<file path="src/bfdl_pkg.sv">
/*
  constants for the breaker failure decision logic: register map,
  field positions, reset values, setting ranges and the tick period.
  assumes a 10 MHz core clock and a 32-bit APB register bus.
*/
package bfdl_pkg;

  // clock and millisecond tick
  localparam int CLK_PERIOD_NS  = 100;
  localparam int TICK_PERIOD_NS = 1000000;
  localparam int TICK_CYCLES    = TICK_PERIOD_NS / CLK_PERIOD_NS;

  ////////////////////////////////////////////////////////////////////////
  // register byte offsets
  localparam logic [7:0] OFS_CTRL    = 8'h00;
  localparam logic [7:0] OFS_RETRIP  = 8'h04;
  localparam logic [7:0] OFS_BACKUP  = 8'h08;
  localparam logic [7:0] OFS_PULSE   = 8'h0c;
  localparam logic [7:0] OFS_THRESH  = 8'h10;
  localparam logic [7:0] OFS_STATUS  = 8'h14;
  localparam logic [7:0] OFS_MASK    = 8'h18;
  localparam logic [7:0] OFS_STATE   = 8'h1c;

  // control and threshold field positions
  localparam int CTRL_MODE_LSB  = 0;
  localparam int CTRL_RETRIP    = 2;
  localparam int CTRL_PERPHASE  = 3;
  localparam int CTRL_SYNCCLR   = 4;
  localparam int THRESH_RES_LSB = 8;

  // operation mode codes
  localparam logic [1:0] MODE_OFF     = 2'h0;
  localparam logic [1:0] MODE_CURRENT = 2'h1;
  localparam logic [1:0] MODE_CONTACT = 2'h2;
  localparam logic [1:0] MODE_BOTH    = 2'h3;

  ////////////////////////////////////////////////////////////////////////
  // setting ranges (ms, percent) and values after reset
  localparam logic [15:0] RETRIP_MAX  = 16'h03e8;
  localparam logic [15:0] BACKUP_MIN  = 16'h0064;
  localparam logic [15:0] BACKUP_MAX  = 16'hea60;
  localparam logic [15:0] PULSE_MAX   = 16'hea60;
  localparam logic [7:0]  PH_MIN      = 8'h14;
  localparam logic [7:0]  PH_MAX      = 8'hc8;
  localparam logic [7:0]  RES_MIN     = 8'h0a;
  localparam logic [7:0]  RES_MAX     = 8'hc8;
  localparam logic [15:0] RETRIP_RST  = 16'h0064;
  localparam logic [15:0] BACKUP_RST  = 16'h03e8;
  localparam logic [15:0] PULSE_RST   = 16'h0064;
  localparam logic [7:0]  PH_RST      = 8'h1e;
  localparam logic [7:0]  RES_RST     = 8'h14;

endpackage : bfdl_pkg

</file>
<file path="src/bfdl_chan.sv">
/*
  one breaker failure channel: backup and retrip timers, trip latches
  and minimum pulse stretch.  assumes a one-cycle millisecond tick and
  a combined failure condition prepared by the caller.
*/
`timescale 1ns/1ps
module bfdl_chan (
  // clock and reset
  input  wire logic        core_clk,
  input  wire logic        rst_b,
  // timing
  input  wire logic        tick,
  input  wire logic [15:0] rtDly,
  input  wire logic [15:0] bkDly,
  input  wire logic [15:0] pulseDly,
  // control
  input  wire logic        clear,
  input  wire logic        retripEn,
  input  wire logic        start,
  input  wire logic        fail,
  // results
  output logic             backupTrip,
  output logic             retrip,
  output logic             running
);

  typedef struct packed {
    logic        startPrev;
    logic        running;
    logic [15:0] bkCnt;
    logic [15:0] rtCnt;
    logic        bkDone;
    logic        rtDone;
    logic        bkTrip;
    logic        rtTrip;
    logic [15:0] bkPulse;
    logic [15:0] rtPulse;
  } bfdl_chan_s;

  bfdl_chan_s s;
  bfdl_chan_s next_s;
  logic       bkRel;
  logic       rtRel;

  always_comb begin
    next_s = s;
    next_s.startPrev = start;
    bkRel = s.bkTrip && s.bkPulse >= pulseDly && (!start || !fail);
    rtRel = s.rtTrip && s.rtPulse >= pulseDly && (!start || !fail);
    if (clear) begin
      next_s = '0;
      next_s.startPrev = start;
    end else begin
      if (start && !s.startPrev) begin
        next_s.running = 1'b1;
        next_s.bkCnt = '0;
        next_s.rtCnt = '0;
        next_s.bkDone = 1'b0;
        next_s.rtDone = 1'b0;
      end else if (s.running && (!start || !fail)) begin
        next_s.running = 1'b0;
      end else if (s.running) begin
        if (tick && s.bkCnt < bkDly)
          next_s.bkCnt = s.bkCnt + 16'h0001;
        if (tick && s.rtCnt < rtDly)
          next_s.rtCnt = s.rtCnt + 16'h0001;
        if (!s.bkDone && s.bkCnt >= bkDly) begin
          next_s.bkDone = 1'b1;
          next_s.bkTrip = 1'b1;
          next_s.bkPulse = '0;
        end
        if (retripEn && !s.rtDone && s.rtCnt >= rtDly) begin
          next_s.rtDone = 1'b1;
          next_s.rtTrip = 1'b1;
          next_s.rtPulse = '0;
        end
      end
      if (s.bkTrip && tick && s.bkPulse < pulseDly)
        next_s.bkPulse = s.bkPulse + 16'h0001;
      if (s.rtTrip && tick && s.rtPulse < pulseDly)
        next_s.rtPulse = s.rtPulse + 16'h0001;
      if (bkRel)
        next_s.bkTrip = 1'b0;
      if (rtRel)
        next_s.rtTrip = 1'b0;
    end
  end

  always_ff @(posedge core_clk or negedge rst_b) begin
    if (!rst_b)
      s <= '0;
    else
      s <= next_s;
  end

  assign backupTrip = s.bkTrip;
  assign retrip     = s.rtTrip;
  assign running    = s.running;
endmodule : bfdl_chan

</file>
<file path="src/bfdl_top.sv">
/*
  breaker failure decision logic with APB register access.
  assumes start, contact, block and current-flag inputs come from
  logic on core_clk; current comparators sit upstream and read the
  threshold outputs.
*/
// Notes on behaviour
// - each start rising edge launches backup and retrip timers, per phase
// - supervision follows mode: off, current, contact or both
// - current mode judges only current flags, ignores breaker contacts
// - contact mode judges only breaker-closed inputs, ignores currents
// - both mode resets only when currents low and breaker open
// - mode off gives no backup or retrip outputs
// - backup trip when delay expires and fault still present
// - every trip output holds at least the pulse duration unless block, sync clear, mode off or, for retrip, common variant drops it
// - retrip only in per-phase variant with retrip enabled
// - retrip at retrip delay in phases whose timer runs
// - block input inhibits the whole function
// - common variant uses common start, contact, drives only backup
// - retrip 0-1000, backup 100-60000, pulse 0-60000 ms settings
// - phase threshold 20-200 percent, residual 10-200 percent
// - one backup trip output plus three phase retrip outputs
`timescale 1ns/1ps
module bfdl_top #(
  parameter int TICK_CYCLES = bfdl_pkg::TICK_CYCLES
) (
  // clock and reset
  input  wire logic        core_clk,
  input  wire logic        rst_b,
  // apb slave
  input  wire logic [7:0]  paddr,
  input  wire logic        psel,
  input  wire logic        penable,
  input  wire logic        pwrite,
  input  wire logic [31:0] pwdata,
  output logic [31:0]      prdata,
  output logic             pready,
  output logic             pslverr,
  // start requests
  input  wire logic        common_start_in,
  input  wire logic        start_phase1_in,
  input  wire logic        start_phase2_in,
  input  wire logic        start_phase3_in,
  // breaker contacts and block
  input  wire logic        breaker_closed_in,
  input  wire logic        breaker_closed_phase1_in,
  input  wire logic        breaker_closed_phase2_in,
  input  wire logic        breaker_closed_phase3_in,
  input  wire logic        function_block_in,
  // current flags from upstream comparators
  input  wire logic [2:0]  phaseOver,
  input  wire logic        residual_start_in,
  // threshold settings to the comparators
  output logic [7:0]       phaseThreshold,
  output logic [7:0]       residualThreshold,
  // trip commands and interrupt
  output logic             backup_trip_out,
  output logic             retrip_phase1_out,
  output logic             retrip_phase2_out,
  output logic             retrip_phase3_out,
  output logic             irq
);

  typedef struct packed {
    logic [15:0] tickCnt;
    logic        tick;
    logic [1:0]  mode;
    logic        retripEn;
    logic        perPhase;
    logic        syncClr;
    logic [15:0] rtDly;
    logic [15:0] bkDly;
    logic [15:0] pulseDly;
    logic [7:0]  phThr;
    logic [7:0]  resThr;
    logic [3:0]  status;
    logic [3:0]  mask;
    logic [31:0] rdata;
    logic        err;
    logic        backup;
    logic [2:0]  retrip;
  } bfdl_top_s;

  bfdl_top_s s;
  bfdl_top_s next_s;

  logic [2:0]  startVec;
  logic [2:0]  closedVec;
  logic [2:0]  failVec;
  logic [2:0]  chanBackup;
  logic [2:0]  chanRetrip;
  logic [2:0]  chanRunning;
  logic        anyCurrent;
  logic        clearAll;
  logic        chanRetripEn;
  logic        wrEn;
  logic        rdEn;
  logic        mapped;
  logic [3:0]  events;
  logic [31:0] rdMux;

  ////////////////////////////////////////////////////////////////////////
  // settings clamp into their ranges so software cannot set a backup
  // delay below the documented floor
  function automatic logic [15:0] clamp16(input logic [15:0] v,
                                          input logic [15:0] lo,
                                          input logic [15:0] hi);
    logic [15:0] r;
    r = v;
    if (v < lo)
      r = lo;
    else if (v > hi)
      r = hi;
    return r;
  endfunction : clamp16

  function automatic logic [7:0] clamp8(input logic [7:0] v,
                                        input logic [7:0] lo,
                                        input logic [7:0] hi);
    logic [7:0] r;
    r = v;
    if (v < lo)
      r = lo;
    else if (v > hi)
      r = hi;
    return r;
  endfunction : clamp8

  ////////////////////////////////////////////////////////////////////////
  // channel inputs
  always_comb begin
    anyCurrent = |phaseOver || residual_start_in;
    clearAll = function_block_in || s.syncClr
               || s.mode == bfdl_pkg::MODE_OFF;
    chanRetripEn = s.retripEn && s.perPhase;
    if (s.perPhase) begin
      startVec  = {start_phase3_in, start_phase2_in, start_phase1_in};
      closedVec = {breaker_closed_phase3_in, breaker_closed_phase2_in,
                   breaker_closed_phase1_in};
    end else begin
      startVec  = {2'b00, common_start_in};
      closedVec = {2'b00, breaker_closed_in};
    end
  end

  genvar g;
  generate
    for (g = 0; g < 3; g++) begin : gen_chan
      logic curFail;
      // common variant watches all phase flags on its single channel
      assign curFail = s.perPhase ? (phaseOver[g] || residual_start_in)
                                  : anyCurrent;
      always_comb begin
        unique case (s.mode)
          bfdl_pkg::MODE_CURRENT: failVec[g] = curFail;
          bfdl_pkg::MODE_CONTACT: failVec[g] = closedVec[g];
          bfdl_pkg::MODE_BOTH:    failVec[g] = curFail
                                               || closedVec[g];
          default:                failVec[g] = 1'b0;
        endcase
      end
      bfdl_chan u_chan (
        .core_clk   (core_clk),
        .rst_b      (rst_b),
        .tick       (s.tick),
        .rtDly      (s.rtDly),
        .bkDly      (s.bkDly),
        .pulseDly   (s.pulseDly),
        .clear      (clearAll),
        .retripEn   (chanRetripEn),
        .start      (startVec[g]),
        .fail       (failVec[g]),
        .backupTrip (chanBackup[g]),
        .retrip     (chanRetrip[g]),
        .running    (chanRunning[g])
      );
    end
  endgenerate

  ////////////////////////////////////////////////////////////////////////
  // register decode
  always_comb begin
    wrEn = psel && penable && pwrite;
    rdEn = psel && !penable && !pwrite;
    mapped = 1'b1;
    rdMux = 32'h0000_0000;
    unique case (paddr)
      bfdl_pkg::OFS_CTRL:   rdMux = {27'h0, 1'b0, s.perPhase, s.retripEn,
                                     s.mode};
      bfdl_pkg::OFS_RETRIP: rdMux = {16'h0, s.rtDly};
      bfdl_pkg::OFS_BACKUP: rdMux = {16'h0, s.bkDly};
      bfdl_pkg::OFS_PULSE:  rdMux = {16'h0, s.pulseDly};
      bfdl_pkg::OFS_THRESH: rdMux = {16'h0, s.resThr, s.phThr};
      bfdl_pkg::OFS_STATUS: rdMux = {28'h0, s.status};
      bfdl_pkg::OFS_MASK:   rdMux = {28'h0, s.mask};
      bfdl_pkg::OFS_STATE:  rdMux = {21'h0, chanRunning, 4'h0, s.retrip,
                                     s.backup};
      default:              mapped = 1'b0;
    endcase
    events = {chanRetrip & ~s.retrip & {3{s.perPhase}},
              (|chanBackup) & ~s.backup};
  end

  ////////////////////////////////////////////////////////////////////////
  // next state
  always_comb begin
    next_s = s;
    // millisecond tick
    if (s.tickCnt >= 16'(TICK_CYCLES - 1)) begin
      next_s.tickCnt = '0;
      next_s.tick = 1'b1;
    end else begin
      next_s.tickCnt = s.tickCnt + 16'h0001;
      next_s.tick = 1'b0;
    end
    next_s.syncClr = 1'b0;
    if (rdEn) begin
      next_s.rdata = mapped ? rdMux : 32'h0000_0000;
      next_s.err = !mapped;
    end else if (psel && !penable) begin
      next_s.err = !mapped;
    end
    if (wrEn && mapped) begin
      unique case (paddr)
        bfdl_pkg::OFS_CTRL: begin
          next_s.mode = pwdata[bfdl_pkg::CTRL_MODE_LSB +: 2];
          next_s.retripEn = pwdata[bfdl_pkg::CTRL_RETRIP];
          next_s.perPhase = pwdata[bfdl_pkg::CTRL_PERPHASE];
          next_s.syncClr = pwdata[bfdl_pkg::CTRL_SYNCCLR];
        end
        bfdl_pkg::OFS_RETRIP:
          next_s.rtDly = clamp16(pwdata[15:0], 16'h0000,
                                 bfdl_pkg::RETRIP_MAX);
        bfdl_pkg::OFS_BACKUP:
          next_s.bkDly = clamp16(pwdata[15:0], bfdl_pkg::BACKUP_MIN,
                                 bfdl_pkg::BACKUP_MAX);
        bfdl_pkg::OFS_PULSE:
          next_s.pulseDly = clamp16(pwdata[15:0], 16'h0000,
                                    bfdl_pkg::PULSE_MAX);
        bfdl_pkg::OFS_THRESH: begin
          next_s.phThr = clamp8(pwdata[7:0], bfdl_pkg::PH_MIN,
                                bfdl_pkg::PH_MAX);
          next_s.resThr = clamp8(pwdata[bfdl_pkg::THRESH_RES_LSB +: 8],
                                 bfdl_pkg::RES_MIN,
                                 bfdl_pkg::RES_MAX);
        end
        bfdl_pkg::OFS_STATUS: next_s.status = s.status & ~pwdata[3:0];
        bfdl_pkg::OFS_MASK:   next_s.mask = pwdata[3:0];
        default: ;
      endcase
    end
    // set wins over a same-cycle write-one clear
    next_s.status = next_s.status | events;
    next_s.backup = |chanBackup;
    // common variant never shows a retrip, not even one left from per-phase
    next_s.retrip = chanRetrip & {3{s.perPhase}};
  end

  always_ff @(posedge core_clk or negedge rst_b) begin
    if (!rst_b) begin
      s <= '0;
      s.rtDly <= bfdl_pkg::RETRIP_RST;
      s.bkDly <= bfdl_pkg::BACKUP_RST;
      s.pulseDly <= bfdl_pkg::PULSE_RST;
      s.phThr <= bfdl_pkg::PH_RST;
      s.resThr <= bfdl_pkg::RES_RST;
    end else begin
      s <= next_s;
    end
  end

  ////////////////////////////////////////////////////////////////////////
  // outputs; trips lag channel latches by one cycle
  assign prdata            = s.rdata;
  assign pready            = 1'b1;
  assign pslverr           = s.err && psel && penable;
  assign phaseThreshold    = s.phThr;
  assign residualThreshold = s.resThr;
  assign backup_trip_out   = s.backup;
  assign retrip_phase1_out = s.retrip[0];
  assign retrip_phase2_out = s.retrip[1];
  assign retrip_phase3_out = s.retrip[2];
  assign irq               = |(s.status & s.mask);
endmodule : bfdl_top

</file>
<file path="config.mk">
export PLATFORM = sky130hd
export DESIGN_NAME = bfdl_top
export DESIGN_NICKNAME = d
export VERILOG_FILES = /design/src/bfdl_pkg.sv /design/src/bfdl_chan.sv /design/src/bfdl_top.sv
export SDC_FILE = /design/constraint.sdc
export NUM_CORES = 1
export LEC_CHECK = 0
export ABC_AREA = 1
export BUFFER_PORTS_ARGS = -buffer_cell sky130_fd_sc_hd__buf_2
export CORE_ASPECT_RATIO = 1.1
export CORE_MARGIN = 1.5
export CORE_UTILIZATION = 60
export DETAILED_ROUTE_END_ITERATION = 16
export PLACE_DENSITY = 0.78
export SKIP_CTS_REPAIR_TIMING = 1
export SLEW_MARGIN = 10
export SYNTH_ARGS = -nofsm -noshare
export SYNTH_HDL_FRONTEND = slang
export SYNTH_HIERARCHICAL = 1
export SYNTH_SLANG_ARGS = --single-unit
</file>
<file path="constraint.sdc">
create_clock -name core_clk -period 7.1 [get_ports core_clk]
set_input_delay 0.71 -clock core_clk [delete_from_list [all_inputs] [get_ports core_clk]]
set_output_delay 0.71 -clock core_clk [all_outputs]
set_load 0.02 [all_outputs]
</file>
==> flow_metrics.py, run 1 <==
metrics = {
    "status": {
        "status": "finished clean",
    },
    "die": {
        "start_util_pct": 60.7,
        "num_rows": 77,
        "dieArea_mm2": 0.0417,
        "ios": 113,
        "die_w_um": 195,
        "core_mm2": 0.0401,
        "die_h_um": 214,
    },
    "routing": {
        "drt_iter0_drc": 1934,
        "num_vias": 22800,
        "drc_errors": 0,
        "viasPerCell": 5.86,
        "drtAntennaViolNets": 0,
        "wl_per_cell_um": 17.9,
        "drt-total-wl_um": 69700,
        "firstDrtPassIters": 7,
    },
    "global_routing": {
        "antenna_found_initial": 12,
        "grt_pass1_vias": 22200,
        "grt_max_degree": 143,
        "busiest_layer": "met2",
        "grt_use_met2_pct": 53.5,
        "track_usage_pct": 33.4,
        "grtUsageMet3_pct": 6.84,
        "grt_pass1_wl_um": 112000,
        "globalRouteOverflowTotal": 0,
        "use_met1_pct": 42.3,
    },
    "worst_setup_path": {
        "rrSetupSlack_ns": 4.02,
        "cpMostUsedCell": "nand2_1",
        "cp_max_fo": 16,
        "cp.arrival_ns": 3.52,
        "crit_path_end": "gen_chan[0].u_chan/s[60]",
        "crit_path_cell_trace": "inv_1 -> nand3_1 -> o311ai_0 -> o21ai_0 -> nand2_1 -> inv_1 -> nand2_1 -> nor2_1 -> nand3_2 -> nand2_2 -> inv_2 -> nand2_1 -> o21ai_1",
        "reg2regPathDepth": 13,
        "critPathLaunchType": "flop",
        "crit_path_end_kind": "flop",
        "critPathLaunch": "s[110]",
        "required_ns": 7.54,
        "timing.rr.end": "gen_chan[0].u_chan/s[60]",
        "slowest_stage": "dfrtp_1",
        "cpPeakStageDelay_ns": 0.68,
        "r2r_start": "s[110]",
        "setup.worst_path.class": "reg2reg",
    },
    "clock_tree": {
        "cts_tree": "yes",
        "clock_sink_count": 325,
        "cts_root_buffer": "clkbuf_16",
        "worstSkewPairLatency_ns": 0.57,
        "numCtsBuffers": 39,
        "clk_pin_slew_ns": 0.06,
        "cts_buffer_depth": 3,
        "cts.htree.levels": 2,
    },
    "min_path": {
        "hp-class": "in2async",
    },
    "sta": {
        "finalMaxSlewViolations": 0,
        "final.period_utilization_pct": 43.4,
        "finalSetupTns_ns": 0,
        "hold_viol": 0,
        "rsz0062_at_grt": "false",
        "fin_worst_skew_ns": 0.0235,
        "finalSetupViolations": 0,
        "max_slew_margin_pct": 26.1,
        "max_freq_ghz": 0.324,
        "finalCriticalPeriod_ns": 3.08,
        "worst_slew_pin_slew_ns": 1.11,
    },
    "yosys": {
        "syn_inst": 3335,
        "synth.distinct_cells": 56,
        "synth_area_leader_cell": "dfrtp_1",
        "synth_seq_cells": 325,
        "synth_top_area_share_pct": 31.6,
        "synth-warning-count": 6,
        "synth_area_mm2": 0.0243,
        "avgSynthCellArea_um2": 7.29,
        "ys_seq_area_share_pct": 33.5,
        "synth_area_leaders": "dfrtp_1 32%, nand2_1 14%, ha_1 11%, nand3_1 6.9%, inv_1 6.3%",
    },
    "power": {
        "power.density_mw_per_mm2": 160,
        "p_leak_nw": 13.7,
        "ir_drop_uv": 133,
    },
    "place": {
        "place.gp.congestion": 0.963,
        "place_area_mm2": 0.0246,
        "port_buffers": 79,
        "hpwl_um": 50200,
    },
    "final_layout": {
        "area_growth_pct": 6.87,
        "fin_nets": 3612,
        "drive_above_1_share_pct": 10.4,
        "design_area_mm2": 0.0260,
        "final_common_cell": "nand2_1",
        "mostFrequentLayoutCells": "909 x nand2_1, 405 x inv_1, 336 x nand3_1, 307 x dfrtp_1, 246 x nor2_1",
    },
    "job": {
        "cap_violations": 0,
    },
}
==> registers in the layout, indices dropped and copies added (netlist names) <==
name                        count
gen_chan.u_chan/s             201
s                              79
prdata                         16
phaseThreshold                  8
residualThreshold               8
gen_chan.u_chan/backupTrip      3
gen_chan.u_chan/retrip          3
gen_chan.u_chan/running         3
backup_trip_out                 1
retrip_phase1_out               1
retrip_phase2_out               1
retrip_phase3_out               1
==> cell families after synthesis <==
group	count (synthesis)	share of synthesized area [%]
compound gates	296	6.97
xor+xnor	82	2.95
buf+inv	566	10.5
simple gates	1859	35.5
fa+ha+maj	205	10.5
flops	325	33.5
other cells	2	0.0309
==> power breakdown <==
part | internal [mW] | total, mW | switching (mW)
clock | 1.35 | 2.19 | 0.839
combinational | 0.0238 | 0.127 | 0.103
sequential | 1.86 | 1.86 | 0.00212
==> synthesized netlist by cell type (all sizes together) <==
cell type,instances
xnor2,13
buf,118
o311ai,2
a31oi,9
nand4,135
ha,205
nor2,279
nand3,355
a21oi,95
o22ai,6
nor4,6
dfrtp,307
o21bai,3
nand3b,10
nor3b,15
nand2,937
nor3,100
o21a,7
a21o,8
o31ai,2
xor2,69
clkinv,2
dfstp,18
a31o,11
a41oi,1
and3,5
o21ai,151
a32o,1
clkbuf,11
conb,2
or2,17
inv,435
==> layer usage <==
layer / routed length, um / part of all wire, % / up-vias
li1: - / - / 10900
met2: 32000 / 46 / 860
met5: 134 / 0.19 / -
met1: 28200 / 40 / 10800
met4: 3800 / 5.4 / 22
met3: 5600 / 8.0 / 242
==> through the flow <==
step	hold slack, ns	cells	utilization, %	setup WS (ns)	power (mW)
floorplan	0.414	3352	-	4.74	1.95
global placement	0.448	3821	61.4	4.05	2.02
detailed placement	0.457	3821	61.4	3.98	2.02
CTS	0.0508	3891	64.8	4.14	4.20
global route	0.0699	3891	64.8	3.79	4.29
finish	0.0428	3892	64.8	4.02	4.17
==> area by class of cell <==
cell class / count / area (um2)
Multi-Input combinational cell: 2461 / 13700
Tap cell: 513 / 642
Timing Repair Buffer: 85 / 475
Clock inverter: 22 / 328
Sequential cell: 325 / 8160
Clock buffer: 48 / 1050
Antenna cell: 1 / 2.50
Fill cell: 3451 / 14100
Inverter: 437 / 1650
==> worst max-delay path, delay by kind of cell (launching register included) <==
family	cells	cell delay [ns]
simple gates	7	1.35
flops	1	0.68
buf+inv	3	0.58
compound gates	3	0.33
==> how the worst min path moves through the flow <==
stage            from                 endpoint  slack, ns  depth (start not counted)
2_1_floorplan   rst_b          backup_trip_out       0.41                          0
3_3_place_gp   s[115]                   s[115]       0.45                          1
3_5_place_dp   s[115]                   s[115]       0.46                          1
4_1_cts         rst_b  gen_chan[1].u_chan/s[6]       0.05                          1
5_1_grt         rst_b  gen_chan[1].u_chan/s[8]       0.07                          1
6_report        rst_b  gen_chan[1].u_chan/s[8]       0.04                          1
(Power assumes the default switching activity.)
==> run 2, diff against run 1 <==
CORE_UTILIZATION = 57   (was 60)
clock period = 2.8 ns   (was 7.1 ns; I/O delays follow)
==> run 2 against run 1 <==
Maximum frequency grew 16%. Power grew 150%. Sequential power rose to 2.5 times the previous value. Register-to-register slack worse by 3.9 ns. Combinational power rose to 2.7 times the previous value. Clock power is 140% higher. First-iteration DRC count is 5.0% higher. Non-clock buffer count is 27 higher. Critical path type unchanged.
==> flow_metrics.py, run 2 (synthesis gave the netlist of run 1 again) <==
metrics = {
    "final_layout": {
        "regArea_mm2": 0.00816,
        "largest-register": "gen_chan.u_chan/s",
        "drive_above_1_share_pct": 11.0,
        "design_area_mm2": 0.0262,
        "fillCellCount": 3761,
        "multi_input_area_mm2": 0.0137,
        "fin_cells": 3972,
        "final_common_cell": "nand2_1",
        "area_growth_pct": 7.85,
        "largest_register_ffs": 201,
        "fin_nets": 3639,
        "mostFrequentLayoutCells": "909 x nand2_1, 405 x inv_1, 336 x nand3_1, 307 x dfrtp_1, 245 x nor2_1",
    },
    "place": {
        "port_buffers": 79,
        "place.gp.congestion": 0.942,
        "place_area_mm2": 0.0249,
        "dp.cells": 3901,
        "hpwl_um": 51300,
    },
    "die": {
        "dieArea_mm2": 0.0439,
        "die_w_um": 200,
        "core_mm2": 0.0422,
        "start_util_pct": 57.6,
        "die_h_um": 220,
        "num_rows": 79,
        "ios": 113,
    },
    "global_routing": {
        "grt_max_degree": 81,
        "grt_pass1_wl_um": 110000,
        "grt_pass1_vias": 21800,
        "track_usage_pct": 31.9,
        "antenna_found_initial": 11,
        "globalRouteOverflowTotal": 0,
    },
    "worst_setup_path": {
        "cp.arrival_ns": 3.10,
        "cp_max_fo": 17,
        "setup.worst_path.class": "reg2reg",
        "rrSetupSlack_ns": 0.14,
        "critPathLaunchType": "flop",
        "crit_path_end_kind": "flop",
        "required_ns": 3.24,
    },
    "sta": {
        "max_freq_ghz": 0.376,
        "whs_ns": 0.00270,
        "finalSetupTns_ns": 0,
        "rsz0062_at_grt": "false",
        "max_slew_margin_pct": 45.5,
        "finalSetupViolations": 0,
        "worst_slew_pin_slew_ns": 0.816,
        "finalCriticalPeriod_ns": 2.66,
        "finalMaxSlewViolations": 0,
        "final.period_utilization_pct": 95.0,
        "hold_viol": 0,
        "fin_worst_skew_ns": 0.0414,
    },
    "clock_tree": {
        "cts_buffer_depth": 3,
        "worstSkewPairLatency_ns": 0.59,
        "cts.htree.levels": 2,
        "cts_tree": "yes",
        "numCtsBuffers": 39,
        "clock_sink_count": 325,
        "cts_root_buffer": "clkbuf_16",
        "clk_pin_slew_ns": 0.06,
    },
    "routing": {
        "drtAntennaViolNets": 0,
        "drc_errors": 0,
        "wl_per_cell_um": 17.5,
        "viasPerCell": 5.78,
        "drt-total-wl_um": 69600,
        "firstDrtPassIters": 6,
        "num_vias": 22900,
        "drt_iter0_drc": 2031,
    },
    "status": {
        "status": "finished clean",
    },
    "power": {
        "ir_drop_uv": 372,
        "p_leak_nw": 13.8,
        "power.density_mw_per_mm2": 394,
    },
    "min_path": {
        "hp-class": "in2reg",
    },
    "job": {
        "cap_violations": 0,
    },
}
==> run 2: critical path: stages, from the launching register on <==
cell	delay, ns
dfrtp_1	0.50
inv_1	0.15
nand3_1	0.13
o311ai_0	0.15
o21ai_0	0.15
nand2_1	0.17
inv_1	0.16
nand2_1	0.16
inv_1	0.13
nand2_1	0.08
nor2_1	0.11
nand3_2	0.37
nand3_1	0.20
nand2_1	0.07
==> run 2: stage by stage <==
stage / util, % / setup slack (ns) / total power [mW]
floorplan: - / 0.442 / 4.94
global placement: 59.0 / 0.388 / 5.13
detailed placement: 59.0 / 0.194 / 5.14
CTS: 62.1 / 0.189 / 10.4
global route: 62.1 / 0.0362 / 10.6
finish: 62.1 / 0.141 / 10.3
==> run 2: final cells by class <==
cell class,count,share of cell area (%)
multi-input cells,2461,52.2
flip-flops and latches,325,31.1
inverters,437,6.29
clock buffers,49,4.06
well taps,567,2.71
repair buffers,112,2.69
clock inverters,19,0.954
diodes,2,0.0191
==> run 2: routing by layer <==
metal / global-route usage, % / part of all wire, % / vias to the layer above
li1: - / - / 11000
met1: 40.5 / 41 / 10900
met2: 52.4 / 46 / 871
met3: 5.00 / 7.5 / 225
met4: 16.7 / 5.3 / 16
met5: 0 / 0.16 / -
==> run 2: path summary, 6_finish.rpt <==
check                            from                       end  depth (start not counted)
min                        pwdata[12]      residualThreshold[4]                          3
max reg2reg                    s[110]   gen_chan[0].u_chan/s[3]                         13
min reg2reg                    s[115]                    s[115]                          1
max                            s[110]   gen_chan[0].u_chan/s[3]                         13
max in group asynchronous       rst_b  gen_chan[0].u_chan/s[60]                          3
min in group asynchronous       rst_b                    s[118]                          2
==> run 2: power breakdown <==
part	switching, mW	internal (mW)	leakage (nW)
Clock	2.18	3.09	0.638
Combinational	0.268	0.0724	8.81
Sequential	0.00956	4.71	4.37
